[config.mk]
export PLATFORM = sky130hd
export DESIGN_NAME = wwdt_top
export DESIGN_NICKNAME = d
export VERILOG_FILES = /design/src/rtl/wwdt_pkg.sv /design/src/rtl/wwdt_edge_sync.sv /design/src/rtl/wwdt_prescaler.sv /design/src/rtl/wwdt_top.sv
export SDC_FILE = /design/constraint.sdc
export NUM_CORES = 1
export LEC_CHECK = 0
export ABC_AREA = 1
export BUFFER_PORTS_ARGS = -buffer_cell sky130_fd_sc_hd__buf_4
export CAP_MARGIN = 5
export CORE_MARGIN = 2
export CORE_UTILIZATION = 61
export CTS_CLUSTER_SIZE = 28
export DETAILED_ROUTE_END_ITERATION = 6
export PLACE_DENSITY_LB_ADDON = 0.12
export SLEW_MARGIN = 0
export SYNTH_ARGS = -nofsm -noshare
export SYNTH_HDL_FRONTEND = slang
export SYNTH_HIERARCHICAL = 1
export SYNTH_SLANG_ARGS = --single-unit
export TNS_END_PERCENT = 5
[constraint.sdc]
create_clock -name clk -period 5.24 [get_ports clk]
set_input_delay 0 -clock clk [delete_from_list [all_inputs] [get_ports clk]]
set_output_delay 0 -clock clk [all_outputs]
set_load 0.02 [all_outputs]
[src/rtl/wwdt_pkg.sv]
/*
  Shared constants of the window watchdog: register map, field positions,
  reset values and prescaler ratios.
  Assumes a word-wide register port with one-cycle strobes.
*/
package wwdt_pkg;
  // ==========================================================
  // register offsets
  localparam logic [7:0] ADDR_CTRL = 8'h00;
  localparam logic [7:0] ADDR_RELOAD = 8'h04;
  localparam logic [7:0] ADDR_WINDOW = 8'h08;
  localparam logic [7:0] ADDR_COUNT = 8'h0C;
  localparam logic [7:0] ADDR_STATUS = 8'h10;
  localparam logic [7:0] ADDR_MASK = 8'h14;
  // ==========================================================
  // field positions
  localparam int CTRL_EN_BIT = 0;
  localparam int CTRL_CLKSEL_BIT = 1;
  localparam int CTRL_DIVSEL_BIT = 2;
  localparam int STAT_OVF_BIT = 0;
  localparam int STAT_WIN_BIT = 1;
  localparam int EVT_W = 2;
  // ==========================================================
  // prescaler ratios
  localparam int DIV_LO = 256;
  localparam int DIV_HI = 16384;
  localparam int DIV_W = 14;
  // ==========================================================
  // default interval: 0.13 s with the wake-up clock at 500 kHz
  localparam int TIMEOUT_US = 130000;
  localparam int WAKEUP_KHZ = 500;
  localparam int DEF_TICKS = (TIMEOUT_US * WAKEUP_KHZ / 1000) / DIV_LO;
  localparam logic [15:0] RELOAD_RST = 16'((32'h0001_0000) - DEF_TICKS);
  localparam logic [15:0] WINDOW_RST = 16'h0000;
  localparam logic CLKSEL_RST = 1'b1;
  localparam logic DIVSEL_RST = 1'b0;
  localparam logic [EVT_W-1:0] MASK_RST = 2'h0;
endpackage

[src/rtl/wwdt_edge_sync.sv]
/*
  Two-stage synchroniser with rising-edge detector for the wake-up clock.
  Assumes the wake-up clock is well below half the system clock.
*/
`timescale 1ns/1ps
module wwdt_edge_sync (
  input wire logic clk, // system clock
  input wire logic rst_n, // async reset, active low
  input wire logic async_in, // slow clock to sample
  output logic rise // one-cycle pulse per rising edge
);
  logic meta;
  logic sync;
  logic last;
  logic next_rise;

  // ==========================================================
  // sampling stages
  // first stage feeds only the second stage
  always_comb begin
    next_rise = sync & ~last;
  end

  always_ff @(posedge clk or negedge rst_n) begin
    if (!rst_n) begin
      meta <= 1'b0;
      sync <= 1'b0;
      last <= 1'b0;
      rise <= 1'b0;
    end else begin
      meta <= async_in;
      sync <= meta;
      last <= sync;
      rise <= next_rise;
    end
  end
endmodule

[src/rtl/wwdt_prescaler.sv]
/*
  Prescaler of the watchdog: counts source pulses, ticks once per ratio.
  Assumes src_pulse is one system cycle wide per source clock period.
*/
`timescale 1ns/1ps
module wwdt_prescaler #(
  parameter int DIV_A = wwdt_pkg::DIV_LO,
  parameter int DIV_B = wwdt_pkg::DIV_HI
) (
  input wire logic clk, // system clock
  input wire logic rst_n, // async reset, active low
  input wire logic clear, // restart the division
  input wire logic src_pulse, // source clock pulse
  input wire logic div_sel, // 0: DIV_A, 1: DIV_B
  output logic tick // one-cycle counter advance
);
  initial begin
    if (DIV_A < 2 || DIV_B < 2 || DIV_A > (1 << wwdt_pkg::DIV_W)
        || DIV_B > (1 << wwdt_pkg::DIV_W)) begin
      $error("wwdt_prescaler: ratio out of range");
    end
  end

  localparam logic [wwdt_pkg::DIV_W-1:0] LAST_A = wwdt_pkg::DIV_W'(DIV_A - 1);
  localparam logic [wwdt_pkg::DIV_W-1:0] LAST_B = wwdt_pkg::DIV_W'(DIV_B - 1);

  logic [wwdt_pkg::DIV_W-1:0] cnt;
  logic [wwdt_pkg::DIV_W-1:0] next_cnt;
  logic next_tick;
  logic at_last;

  // ==========================================================
  // division
  always_comb begin
    at_last = (cnt >= (div_sel ? LAST_B : LAST_A));
    next_cnt = cnt;
    next_tick = 1'b0;
    if (clear) begin
      next_cnt = '0;
    end else if (src_pulse) begin
      if (at_last) begin
        next_cnt = '0;
        next_tick = 1'b1;
      end else begin
        next_cnt = cnt + 1'b1;
      end
    end
  end

  always_ff @(posedge clk or negedge rst_n) begin
    if (!rst_n) begin
      cnt <= '0;
      tick <= 1'b0;
    end else begin
      cnt <= next_cnt;
      tick <= next_tick;
    end
  end
endmodule

[src/rtl/wwdt_top.sv]
/*
  Window watchdog timer: 16-bit up-counter, prescaler, window check,
  reset request, status/mask interrupt and register port.
  Assumes a CPU-side decoder pulses the service, enable and disable
  inputs for one cycle, and a system reset block acts on reset_request.
*/
// Summary of operation
// - After every reset the watchdog counts without any software action.
// - Disable and enable instructions stop or restart the counter at once.
// - Software services before overflow; an overflow raises a reset request.
// - A service inside the forbidden window phase raises a reset request.
// - Counter is 16-bit, counting up, from system or wake-up clock.
// - Selected clock is divided by 256 or 16384 before advancing the counter.
// - Every valid service reloads the counter from the reload register.
// - Default reload and ratio give about 0.13 s at a 500 kHz wake-up clock.
`timescale 1ns/1ps
module wwdt_top #(
  parameter int CNT_W = 16,
  parameter int DIV_A = wwdt_pkg::DIV_LO,
  parameter int DIV_B = wwdt_pkg::DIV_HI
) (
  input wire logic clk, // system clock, 20 MHz
  input wire logic rst_n, // async reset, active low
  input wire logic wakeup_osc_clock, // independent wake-up clock
  input wire logic watchdog_service, // service pulse from software
  input wire logic watchdog_disable_instr, // disable instruction pulse
  input wire logic watchdog_enable_instr, // enable instruction pulse
  input wire logic [7:0] addr, // register byte address
  input wire logic [31:0] wr_data, // write data
  input wire logic wr_en, // write strobe
  input wire logic rd_en, // read strobe
  output logic [31:0] rd_data, // read data, cycle after rd_en
  output logic reset_request, // one-cycle reset request
  output logic irq // level interrupt
);
  initial begin
    if (CNT_W != 16) begin
      $error("wwdt_top: counter width must be 16");
    end
  end

  // ==========================================================
  // state
  logic enabled;
  logic clk_sel;
  logic div_sel;
  logic [15:0] watchdog_reload_value;
  logic [15:0] window_bound;
  logic [15:0] count;
  logic [wwdt_pkg::EVT_W-1:0] status;
  logic [wwdt_pkg::EVT_W-1:0] mask;

  logic next_enabled;
  logic next_clk_sel;
  logic next_div_sel;
  logic [15:0] next_reload;
  logic [15:0] next_window;
  logic [15:0] next_count;
  logic [wwdt_pkg::EVT_W-1:0] next_status;
  logic [wwdt_pkg::EVT_W-1:0] next_mask;
  logic [31:0] next_rd_data;
  logic next_reset_request;
  logic next_irq;

  logic wu_rise;
  logic src_pulse;
  logic tick;
  logic overflow;
  logic win_fault;
  logic good_service;
  logic presc_clear;
  logic [wwdt_pkg::EVT_W-1:0] events;
  logic [wwdt_pkg::EVT_W-1:0] w1c;

  // ==========================================================
  // clock source and prescaler
  wwdt_edge_sync u_sync (
    .clk(clk),
    .rst_n(rst_n),
    .async_in(wakeup_osc_clock),
    .rise(wu_rise)
  );

  // system clock source counts every cycle
  assign src_pulse = enabled & (clk_sel ? wu_rise : 1'b1);
  // restart division so a fresh interval is whole
  assign presc_clear = good_service | watchdog_enable_instr | ~enabled;

  wwdt_prescaler #(
    .DIV_A(DIV_A),
    .DIV_B(DIV_B)
  ) u_presc (
    .clk(clk),
    .rst_n(rst_n),
    .clear(presc_clear),
    .src_pulse(src_pulse),
    .div_sel(div_sel),
    .tick(tick)
  );

  // ==========================================================
  // service judgement and counter
  always_comb begin
    // service below the boundary is still in the forbidden phase
    win_fault = enabled & watchdog_service & (count < window_bound);
    good_service = watchdog_service & ~win_fault;
    overflow = enabled & tick & (count == 16'hFFFF) & ~watchdog_service;

    next_enabled = enabled;
    if (watchdog_disable_instr) begin
      next_enabled = 1'b0;
    end else if (watchdog_enable_instr) begin
      next_enabled = 1'b1;
    end

    next_count = count;
    if (good_service || win_fault || overflow) begin
      // a fault also reloads so the next interval starts clean
      next_count = watchdog_reload_value;
    end else if (enabled && tick) begin
      next_count = count + 16'h0001;
    end

    next_reset_request = overflow | win_fault;
  end

  always_ff @(posedge clk or negedge rst_n) begin
    if (!rst_n) begin
      enabled <= 1'b1;
      count <= wwdt_pkg::RELOAD_RST;
      reset_request <= 1'b0;
    end else begin
      enabled <= next_enabled;
      count <= next_count;
      reset_request <= next_reset_request;
    end
  end

  // ==========================================================
  // register port
  always_comb begin
    next_clk_sel = clk_sel;
    next_div_sel = div_sel;
    next_reload = watchdog_reload_value;
    next_window = window_bound;
    next_mask = mask;
    w1c = '0;
    if (wr_en) begin
      if (addr == wwdt_pkg::ADDR_CTRL) begin
        next_clk_sel = wr_data[wwdt_pkg::CTRL_CLKSEL_BIT];
        next_div_sel = wr_data[wwdt_pkg::CTRL_DIVSEL_BIT];
      end else if (addr == wwdt_pkg::ADDR_RELOAD) begin
        next_reload = wr_data[15:0];
      end else if (addr == wwdt_pkg::ADDR_WINDOW) begin
        next_window = wr_data[15:0];
      end else if (addr == wwdt_pkg::ADDR_STATUS) begin
        w1c = wr_data[wwdt_pkg::EVT_W-1:0];
      end else if (addr == wwdt_pkg::ADDR_MASK) begin
        next_mask = wr_data[wwdt_pkg::EVT_W-1:0];
      end
    end

    next_rd_data = 32'h0000_0000;
    if (rd_en) begin
      if (addr == wwdt_pkg::ADDR_CTRL) begin
        next_rd_data[wwdt_pkg::CTRL_EN_BIT] = enabled;
        next_rd_data[wwdt_pkg::CTRL_CLKSEL_BIT] = clk_sel;
        next_rd_data[wwdt_pkg::CTRL_DIVSEL_BIT] = div_sel;
      end else if (addr == wwdt_pkg::ADDR_RELOAD) begin
        next_rd_data[15:0] = watchdog_reload_value;
      end else if (addr == wwdt_pkg::ADDR_WINDOW) begin
        next_rd_data[15:0] = window_bound;
      end else if (addr == wwdt_pkg::ADDR_COUNT) begin
        next_rd_data[15:0] = count;
      end else if (addr == wwdt_pkg::ADDR_STATUS) begin
        next_rd_data[wwdt_pkg::EVT_W-1:0] = status;
      end else if (addr == wwdt_pkg::ADDR_MASK) begin
        next_rd_data[wwdt_pkg::EVT_W-1:0] = mask;
      end
    end
  end

  always_ff @(posedge clk or negedge rst_n) begin
    if (!rst_n) begin
      clk_sel <= wwdt_pkg::CLKSEL_RST;
      div_sel <= wwdt_pkg::DIVSEL_RST;
      watchdog_reload_value <= wwdt_pkg::RELOAD_RST;
      window_bound <= wwdt_pkg::WINDOW_RST;
      mask <= wwdt_pkg::MASK_RST;
      rd_data <= 32'h0000_0000;
    end else begin
      clk_sel <= next_clk_sel;
      div_sel <= next_div_sel;
      watchdog_reload_value <= next_reload;
      window_bound <= next_window;
      mask <= next_mask;
      rd_data <= next_rd_data;
    end
  end

  // ==========================================================
  // sticky status and interrupt
  always_comb begin
    events = '0;
    events[wwdt_pkg::STAT_OVF_BIT] = overflow;
    events[wwdt_pkg::STAT_WIN_BIT] = win_fault;
    // a new event wins over a clear in the same cycle
    next_status = (status & ~w1c) | events;
    next_irq = |(next_status & next_mask);
  end

  always_ff @(posedge clk or negedge rst_n) begin
    if (!rst_n) begin
      status <= '0;
      irq <= 1'b0;
    end else begin
      status <= next_status;
      irq <= next_irq;
    end
  end
endmodule

==> results of run 1 <==
synthesized netlist by cell type (2+ instances only):
master | instances | area (sq um)
nand2_1 | 173 | 649
inv_1 | 101 | 379
dfrtp_1 | 70 | 1750
nand3_1 | 52 | 260
nor2_1 | 51 | 191
o21ai_0 | 37 | 185
ha_1 | 23 | 288
dfstp_2 | 22 | 578
a21oi_1 | 16 | 80.1
buf_4 | 16 | 120
xor2_1 | 14 | 123
nand4_1 | 12 | 75.1
clkbuf_1 | 11 | 41.3
o221ai_1 | 11 | 96.3
a21oi_2 | 7 | 61.3
nor3_1 | 7 | 35.0
o21ai_1 | 7 | 35.0
nand2_2 | 5 | 31.3
xnor2_1 | 5 | 43.8
nor2_2 | 4 | 25.0
nor2_4 | 4 | 45.0
inv_2 | 3 | 11.3
nand3_2 | 3 | 30.0
o2111ai_1 | 3 | 26.3
o211ai_1 | 3 | 22.5
buf_2 | 2 | 10.0
nor3_2 | 2 | 20.0
nor3_4 | 2 | 32.5
o21a_1 | 2 | 15.0
o31ai_1 | 2 | 15.0
timing repair:
item	CTS	global route
endpoints found under the hold margin	72	0
resized for setup	0	0
hold buffers	22	0
logic make-up after synthesis:
family | count (synthesis) | synth area share
AO/OA/AOI/OAI | 90 | 0.103
XOR/XNOR | 19 | 0.0310
adder cells (fa/ha/maj) | 23 | 0.0537
buffers and inverters | 136 | 0.110
flip-flops | 92 | 0.434
other | 1 | 0.000699
AND/OR/NAND/NOR | 318 | 0.267
placed cells by master, fill, tap and decap left out, types with 22 or more instances in the layout:
| master | count |
|---|---|
| o21ai_0 | 37 |
| dfrtp_1 | 70 |
| dlygate4sd3_1 | 22 |
| ha_1 | 23 |
| nand3_1 | 52 |
| dfstp_2 | 22 |
| inv_1 | 101 |
| buf_4 | 51 |
| nor2_1 | 51 |
| nand2_1 | 173 |
stage by stage:
stage,util,hold WS [ps]
after global placement,0.665,22.9
after floorplan,-,-296
after detailed placement,0.665,32.9
final,0.715,47.7
after CTS,0.715,37.9
after global routing,0.715,69.6
worst max path at each step:
stage / start / to / cells past startpoint
global placement: count[9] / u_presc/cnt[8] / 12
global route: window_bound[5] / u_presc/cnt[8] / 15
floorplan: count[9] / u_presc/cnt[9] / 13
detailed placement: count[9] / u_presc/cnt[8] / 12
finish: count[9] / u_presc/cnt[8] / 12
CTS: count[9] / u_presc/cnt[8] / 12
sequential cells by signal, summed over array words and instances, names as in the netlist, 2 cells and up:
register	cells
count	16
rd_data	16
watchdog_reload_value	16
window_bound	16
u_presc/cnt	14
mask	2
status	2
worst min-delay path: stages:
cell and delay [ps]:
buf_4 110, nor3_1 130, nand2_1 90, nand3_1 70
cell type report:
class	instances	area [sq um]	share of cell area
Clock buffer	10	128	0.0207
Clock inverter	6	88.8	0.0144
Inverter	105	394	0.0638
Timing Repair Buffer	73	603	0.0976
Sequential cell	92	2330	0.377
Tap cell	108	135	0.0219
Multi-Input combinational cell	466	2500	0.404
power by group through the flow:
stage / registers, W / clock network [W] / logic (W)
after floorplan: 0.000778 / 0 / 0.000119
after global placement: 0.000781 / 0 / 0.000167
after detailed placement: 0.000782 / 0 / 0.000174
after CTS: 0.000769 / 0.000539 / 0.000189
after global routing: 0.000773 / 0.000560 / 0.000213
final: 0.000770 / 0.000526 / 0.000189
per-layer routing:
layer,up-vias,GRT usage,wire length (um)
met1,2223,0.374,5460
met2,182,0.439,5960
met5,-,0,0
met3,21,0.0308,728
met4,0,0.0876,212
li1,2284,-,-
==> impl_summary.log, run 1 <==
[metrics] result of the run: finished clean
[metrics] slowest stage cell on the critical path: dfstp_2
[metrics] Comb power frac: 0.127
[metrics] vias in the first global route: approximately 4.5k
[metrics] Top FF cell, synth: dfrtp_1
[metrics] final count of pins violating max slew: 0
[metrics] Flop pwr share: 0.518
[metrics] DR vias: between 4k and 5k
[metrics] clock slew seen by the registers of the worst setup and hold paths: 90 ps
[metrics] WHS Endpoint: count[1]
[metrics] total of max-cap violations: 0
[metrics] buffers inserted during post-CTS setup optimization: 0
[metrics] iteration count of the initial detailed-routing pass: 5
[metrics] Critical Path Source Type: register
[metrics] Die W: around 98 um
[metrics] Via-to-Cell Ratio: 5.48
[metrics] post-synthesis instance area: approximately 5400 sq um
[metrics] Slew @ Worst Pin: 1070 ps
[metrics] setup slack of the worst register-to-register path: about 2500 ps
[metrics] share of total power in the clock network: 0.354
[metrics] Crit path arrival time: 3030 ps
[metrics] final hold viol count: 0
[metrics] area of the core: 8640 sq um
[metrics] r2r startpoint: count[9]
[metrics] overall fraction of global-route tracks in use: 0.267
[metrics] TritonCTS clock tree: built
[metrics] total wire length: between 10000 and 15000 um
[metrics] first-iteration detailed-routing DRC count: about 280
[metrics] height of the die: a little under 100 um
[metrics] async set-reset flop share out of synthesis: 1.00
[metrics] worst-case clock buffer depth: 2
[metrics] total inserted antenna cells: 0
[metrics] end of the worst register-to-register path: u_presc/cnt[8]
[metrics] period utilization: 0.530
[metrics] net switching power figure: about 0.0004 W
[metrics] CTS buffer count: 9
[metrics] first-pass GRT wire length: roughly 21000 um
[metrics] Die Outline Area: 9560 sq um
[metrics] total cell area at the placement stage: 5740 sq um
[metrics] cell family with most CP delay: simple AND/OR/NAND/NOR gates
[metrics] antenna violations before repair: 0
[metrics] endpoint type of the worst setup path: register
[metrics] net count reported at finish: approximately 820
[metrics] pre-CTS setup slack: roughly 2500 ps
[metrics] most numerous cell on the critical path: nand3_1
[metrics] clock period minus worst slack: between 2000 and 3000 ps
[metrics] Worst Hold Launch: watchdog_service
[metrics] Placed Instances: about 820
[metrics] Critical Path Fanout Max: 15
[metrics] RD Place Congestion: 0.899
[metrics] largest voltage drop on the vdd net: between 0.00015 and 0.0002 V
[metrics] synthesized instance count: between 600 and 700
[metrics] Syn Area/Cell: ~7.9 sq um
[metrics] count of state elements after synthesis: 92
[metrics] Setup CP Type: reg2reg
[metrics] post-route worst setup slack: between 2000 and 2500 ps
[metrics] final cell area excluding filler cells: approximately 6200 sq um
[metrics] fmax: ~0.36 GHz
[metrics] clock tree root driver cell: clkbuf_8
[metrics] length in cells of the worst reg-to-reg path: 12
[metrics] synth warn: 6
[metrics] total number of placement rows: 34
[metrics] class of the tightest hold or removal check: in2reg
[metrics] largest net degree at the start of global routing: between 50 and 60
[metrics] area growth from synthesis to final layout: 15.2%
[metrics] net switching share of the total power: 0.269
[metrics] effective utilization at floorplan: 0.621
[metrics] final-report setup violation count: 0
[metrics] PnR Total Power: 0.00149 W
[metrics] Distinct cells, synth: 39
[metrics] unrepaired setup endpoints after global routing: no
[metrics] sequential area share after synthesis: 0.434
[metrics] power density of the placed cells: 240 nW/um^2
[metrics] worst hold path cell count: 4
[metrics] number of top-level pins: a little over 80
[metrics] Port Buffers: 49
[metrics] number of nets with antenna violations after routing: 0
[metrics] Worst EP required: 5490 ps
[metrics] worst setup skew after layout: roughly 12 ps
[metrics] number of flops mapped to enable cells by yosys: 0
[metrics] summed negative setup slack over all endpoints: 0 ps
[metrics] Max-slew headroom: 0.283
[metrics] final cell count without fillers: 860
[metrics] dpl hpwl: approximately 8600 um
[metrics] wire per inst: ~14 um
[metrics] layout cell share with drive strength beyond 1: 0.160
[metrics] Clk Latency, worst-skew pair: about 370 ps
[metrics] design internal power: between 0.001 and 0.0015 W
[metrics] DRC violation count after routing: 0
[metrics] largest stage delay on the critical path: roughly 590 ps
[metrics] GR Overflow Total: 0
[metrics] number of clock sinks: 92
[metrics] Cell Chain, Critical Path: ha_1 -> a21oi_1 -> o21ai_0 -> a21oi_1 -> nand3_1 -> nand2_1 -> nand3_1 -> nor2_4 -> inv_2 -> nand3_1 -> xor2_1 -> a21oi_2
[metrics] total buffers and inverters traversed by the critical path: 1
[metrics] total number of H-tree levels: 3
[metrics] Lkg Pwr: about 3.1 nW
[metrics] fillcell total: between 600 and 700
Power figures use the tool's default switching activity.
==> run 2: changes to the inputs <==
--- a/config.mk
+++ b/config.mk
@@ -9,7 +9,7 @@
 export BUFFER_PORTS_ARGS = -buffer_cell sky130_fd_sc_hd__buf_4
 export CAP_MARGIN = 5
 export CORE_MARGIN = 2
-export CORE_UTILIZATION = 61
+export CORE_UTILIZATION = 52
 export CTS_CLUSTER_SIZE = 28
 export DETAILED_ROUTE_END_ITERATION = 6
 export PLACE_DENSITY_LB_ADDON = 0.12
==> constraint.sdc (replaced) <==
create_clock -name clk -period 2.51 [get_ports clk]
set_input_delay 0 -clock clk [delete_from_list [all_inputs] [get_ports clk]]
set_output_delay 0 -clock clk [all_outputs]
set_load 0.02 [all_outputs]
==> impl_summary.log, run 2 (synthesis results as in run 1) <==
[metrics] total inserted antenna cells: 0 (unchanged)
[metrics] minimum hold slack: 72.8 ps (+25.1 ps)
[metrics] iteration count of the initial detailed-routing pass: 7 (+2)
[metrics] clock slew seen by the registers of the worst setup and hold paths: 90 ps (about the same)
[metrics] Slew @ Worst Pin: 904 ps (-169 ps)
[metrics] dpl hpwl: 8960 um (+4.4%)
[metrics] largest voltage drop on the vdd net: 0.000337 V (+72%)
[metrics] Clk Latency, worst-skew pair: 370 ps (about the same)
[metrics] overall fraction of global-route tracks in use: 0.244 (-0.0227)
[metrics] fillcell total: 917 (+33%)
[metrics] amount of wire on met3 after detailed routing: 565 um (-22%)
[metrics] antenna violations before repair: 0 (unchanged)
[metrics] GR Overflow Total: 0 (unchanged)
[metrics] length in cells of the worst reg-to-reg path: 13 (+1)
[metrics] period utilization: 0.941 (+0.410)
[metrics] Critical Path Source Type: register
[metrics] area growth from synthesis to final layout: 20.0%
[metrics] height of the die: 106 um (+8.0%)
[metrics] class of the tightest hold or removal check: in2reg
[metrics] total of max-cap violations: 0 (unchanged)
[metrics] endpoint type of the worst setup path: register
[metrics] vias in the first global route: 4533 (+1.8%)
[metrics] slowest stage cell on the critical path: dfstp_2
[metrics] worst setup skew after layout: 9.56 ps (-2.34 ps)
[metrics] clock period minus worst slack: 2360 ps (-417 ps)
[metrics] fmax: 0.424 GHz (+18%)
[metrics] largest stage delay on the critical path: 590 ps (about the same)
[metrics] final count of pins violating max slew: 0 (unchanged)
[metrics] met2 wire len: 5690 um (-4.5%)
[metrics] Crit path arrival time: 2620 ps (-410 ps)
[metrics] Final Core Density: 0.632 (-0.0833)
[metrics] effective utilization at floorplan: 0.527 (-0.0944)
[metrics] area of the core: 10200 sq um (+18%)
[metrics] total number of placement rows: 37 (+8.8%)
[metrics] Port Buffers: 49 (unchanged)
[metrics] worst-case clock buffer depth: 2 (unchanged)
[metrics] Via-to-Cell Ratio: 5.07 (-7.4%)
[metrics] Die W: 106 um (+8.0%)
[metrics] CTS buffer count: 9 (unchanged)
[metrics] cell family with most CP delay: simple AND/OR/NAND/NOR gates
[metrics] depth of the critical timing path with buffers and inverters included: 13 (+1)
[metrics] total wire length: 12700 um (+2.5%)
[metrics] power density of the placed cells: 488 nW/um^2 (+100%)
[metrics] Max-slew headroom: 0.393 (+0.110)
[metrics] number of clock sinks: 92 (unchanged)
[metrics] total buffers and inverters traversed by the critical path: 1 (unchanged)
[metrics] final hold viol count: 0 (unchanged)
[metrics] largest net degree at the start of global routing: 51 (unchanged)
[metrics] number of nets with antenna violations after routing: 0 (unchanged)
[metrics] Critical Path Fanout Max: 7 (-8)
[metrics] first-iteration detailed-routing DRC count: 283 (-0.35%)
[metrics] clock tree root driver cell: clkbuf_8
[metrics] number of top-level pins: 82 (unchanged)
[metrics] wire per inst: 14.0 um (-2.9%)
[metrics] Setup CP Type: reg2reg
[metrics] top sig layer: met4
[metrics] DR vias: 4606 (-2.2%)
[metrics] TritonCTS clock tree: built
[metrics] Die Outline Area: 11100 sq um (+17%)
[metrics] Cell Chain, Critical Path: ha_4 -> a21oi_2 -> o21ai_1 -> a21oi_1 -> nand3_2 -> nand2_2 -> nand3_2 -> nor2_4 -> buf_6 -> nor2_1 -> nand2_1 -> xor2_1 -> a21oi_2
[metrics] result of the run: finished clean
[metrics] leading cell types in the layout, fill and taps excluded: nand2_1, inv_1, dfrtp_1
[metrics] total number of H-tree levels: 3 (unchanged)
[metrics] first-pass GRT wire length: 21500 um (+4.3%)
[metrics] net count reported at finish: 838 (+2.4%)
[metrics] final-report setup violation count: 0 (unchanged)
[metrics] Met1 Wirelength: 6100 um (+12%)
[metrics] RD Place Congestion: 0.926 (+3.0%)
[metrics] layout cell share with drive strength beyond 1: 0.193 (+0.0334)
[metrics] Lkg Pwr: 3.23 nW (+3.8%)
[metrics] leading cell type in the layout, fill and taps excluded: nand2_1
[metrics] DRC violation count after routing: 0 (unchanged)
[metrics] worst hold path cell count: 4 (unchanged)
[metrics] Worst EP required: 2760 ps (-2730 ps)
==> run 2: cell types whose count changed in the layout (fill, tap and decap cells not counted), sizes merged <==
cell      previous run  this run
buf                 51        71
clkbuf              10        12
clkinv               3         2
clkinvlp             2         1
==> run 2: per-layer routing <==
metal  GRT usage  up-vias
met3      0.0266       21
met2       0.372      122
met4       0.116        0
li1            -     2320
met1       0.350     2143
met5           0        -
==> run 2: where the power goes <==
group	internal (W)	switching, W
Clock	0.000588	0.000515
Sequential	0.00156	0.0000455
Combinational	0.000176	0.000261
Total	0.00232	0.000822
==> run 2: path summary, 6_finish.rpt <==
path,startpoint,end,slack [ps]
worst max-delay path,count[9],u_presc/cnt[3],150
worst min-delay path,watchdog_service,count[1],70
worst max register to register,count[9],u_presc/cnt[3],150
worst min register to register,u_sync/meta,u_sync/sync,350
max in group asynchronous,rst_n,count[1],1630
min in group asynchronous,rst_n,watchdog_reload_value[5],160
==> run 2: area by class of cell <==
| type | instances | area (sq um) | area share |
|---|---|---|---|
| multi-input cells | 466 | 2550 | 0.396 |
| flip-flops and latches | 92 | 2330 | 0.362 |
| repair buffers | 93 | 769 | 0.120 |
| inverters | 105 | 397 | 0.0616 |
| well taps | 136 | 170 | 0.0264 |
| clock buffers | 12 | 145 | 0.0226 |
| clock inverters | 4 | 72.6 | 0.0113 |
==> run 2: worst reg2reg max path: cells and delay by family, from the launching register on <==
| family | cells | cell delay [ps] |
|---|---|---|
| adder cells (fa/ha/maj) | 1 | 220 |
| XOR/XNOR | 1 | 180 |
| AND/OR/NAND/NOR | 6 | 700 |
| flip-flops | 1 | 590 |
| buffers and inverters | 1 | 140 |
| AO/OA/AOI/OAI | 4 | 430 |
==> run 2: metrics by stage <==
step / worst slack [ps] / cell area, sq um / TNS, ps / total power (W) / instances
floorplan: 337 / 5420 / 0 / 0.00187 / 694
global placement: 131 / 5890 / 0 / 0.00200 / 864
detailed placement: 10.5 / 5890 / 0 / 0.00201 / 864
CTS: 16.6 / 6330 / 0 / 0.00315 / 902
global route: -1.50 / 6430 / -1.50 / 0.00331 / 908
finish: 149 / 6430 / 0 / 0.00314 / 908
==> run 2: what timing repair did <==
item	CTS	global route
endpoints found under the hold margin	84	0
pin swaps	1	7
setup buffers	0	6
setup endpoints to repair	1	11
gates resized for setup	0	13
hold buffers	22	0
cloned	0	0
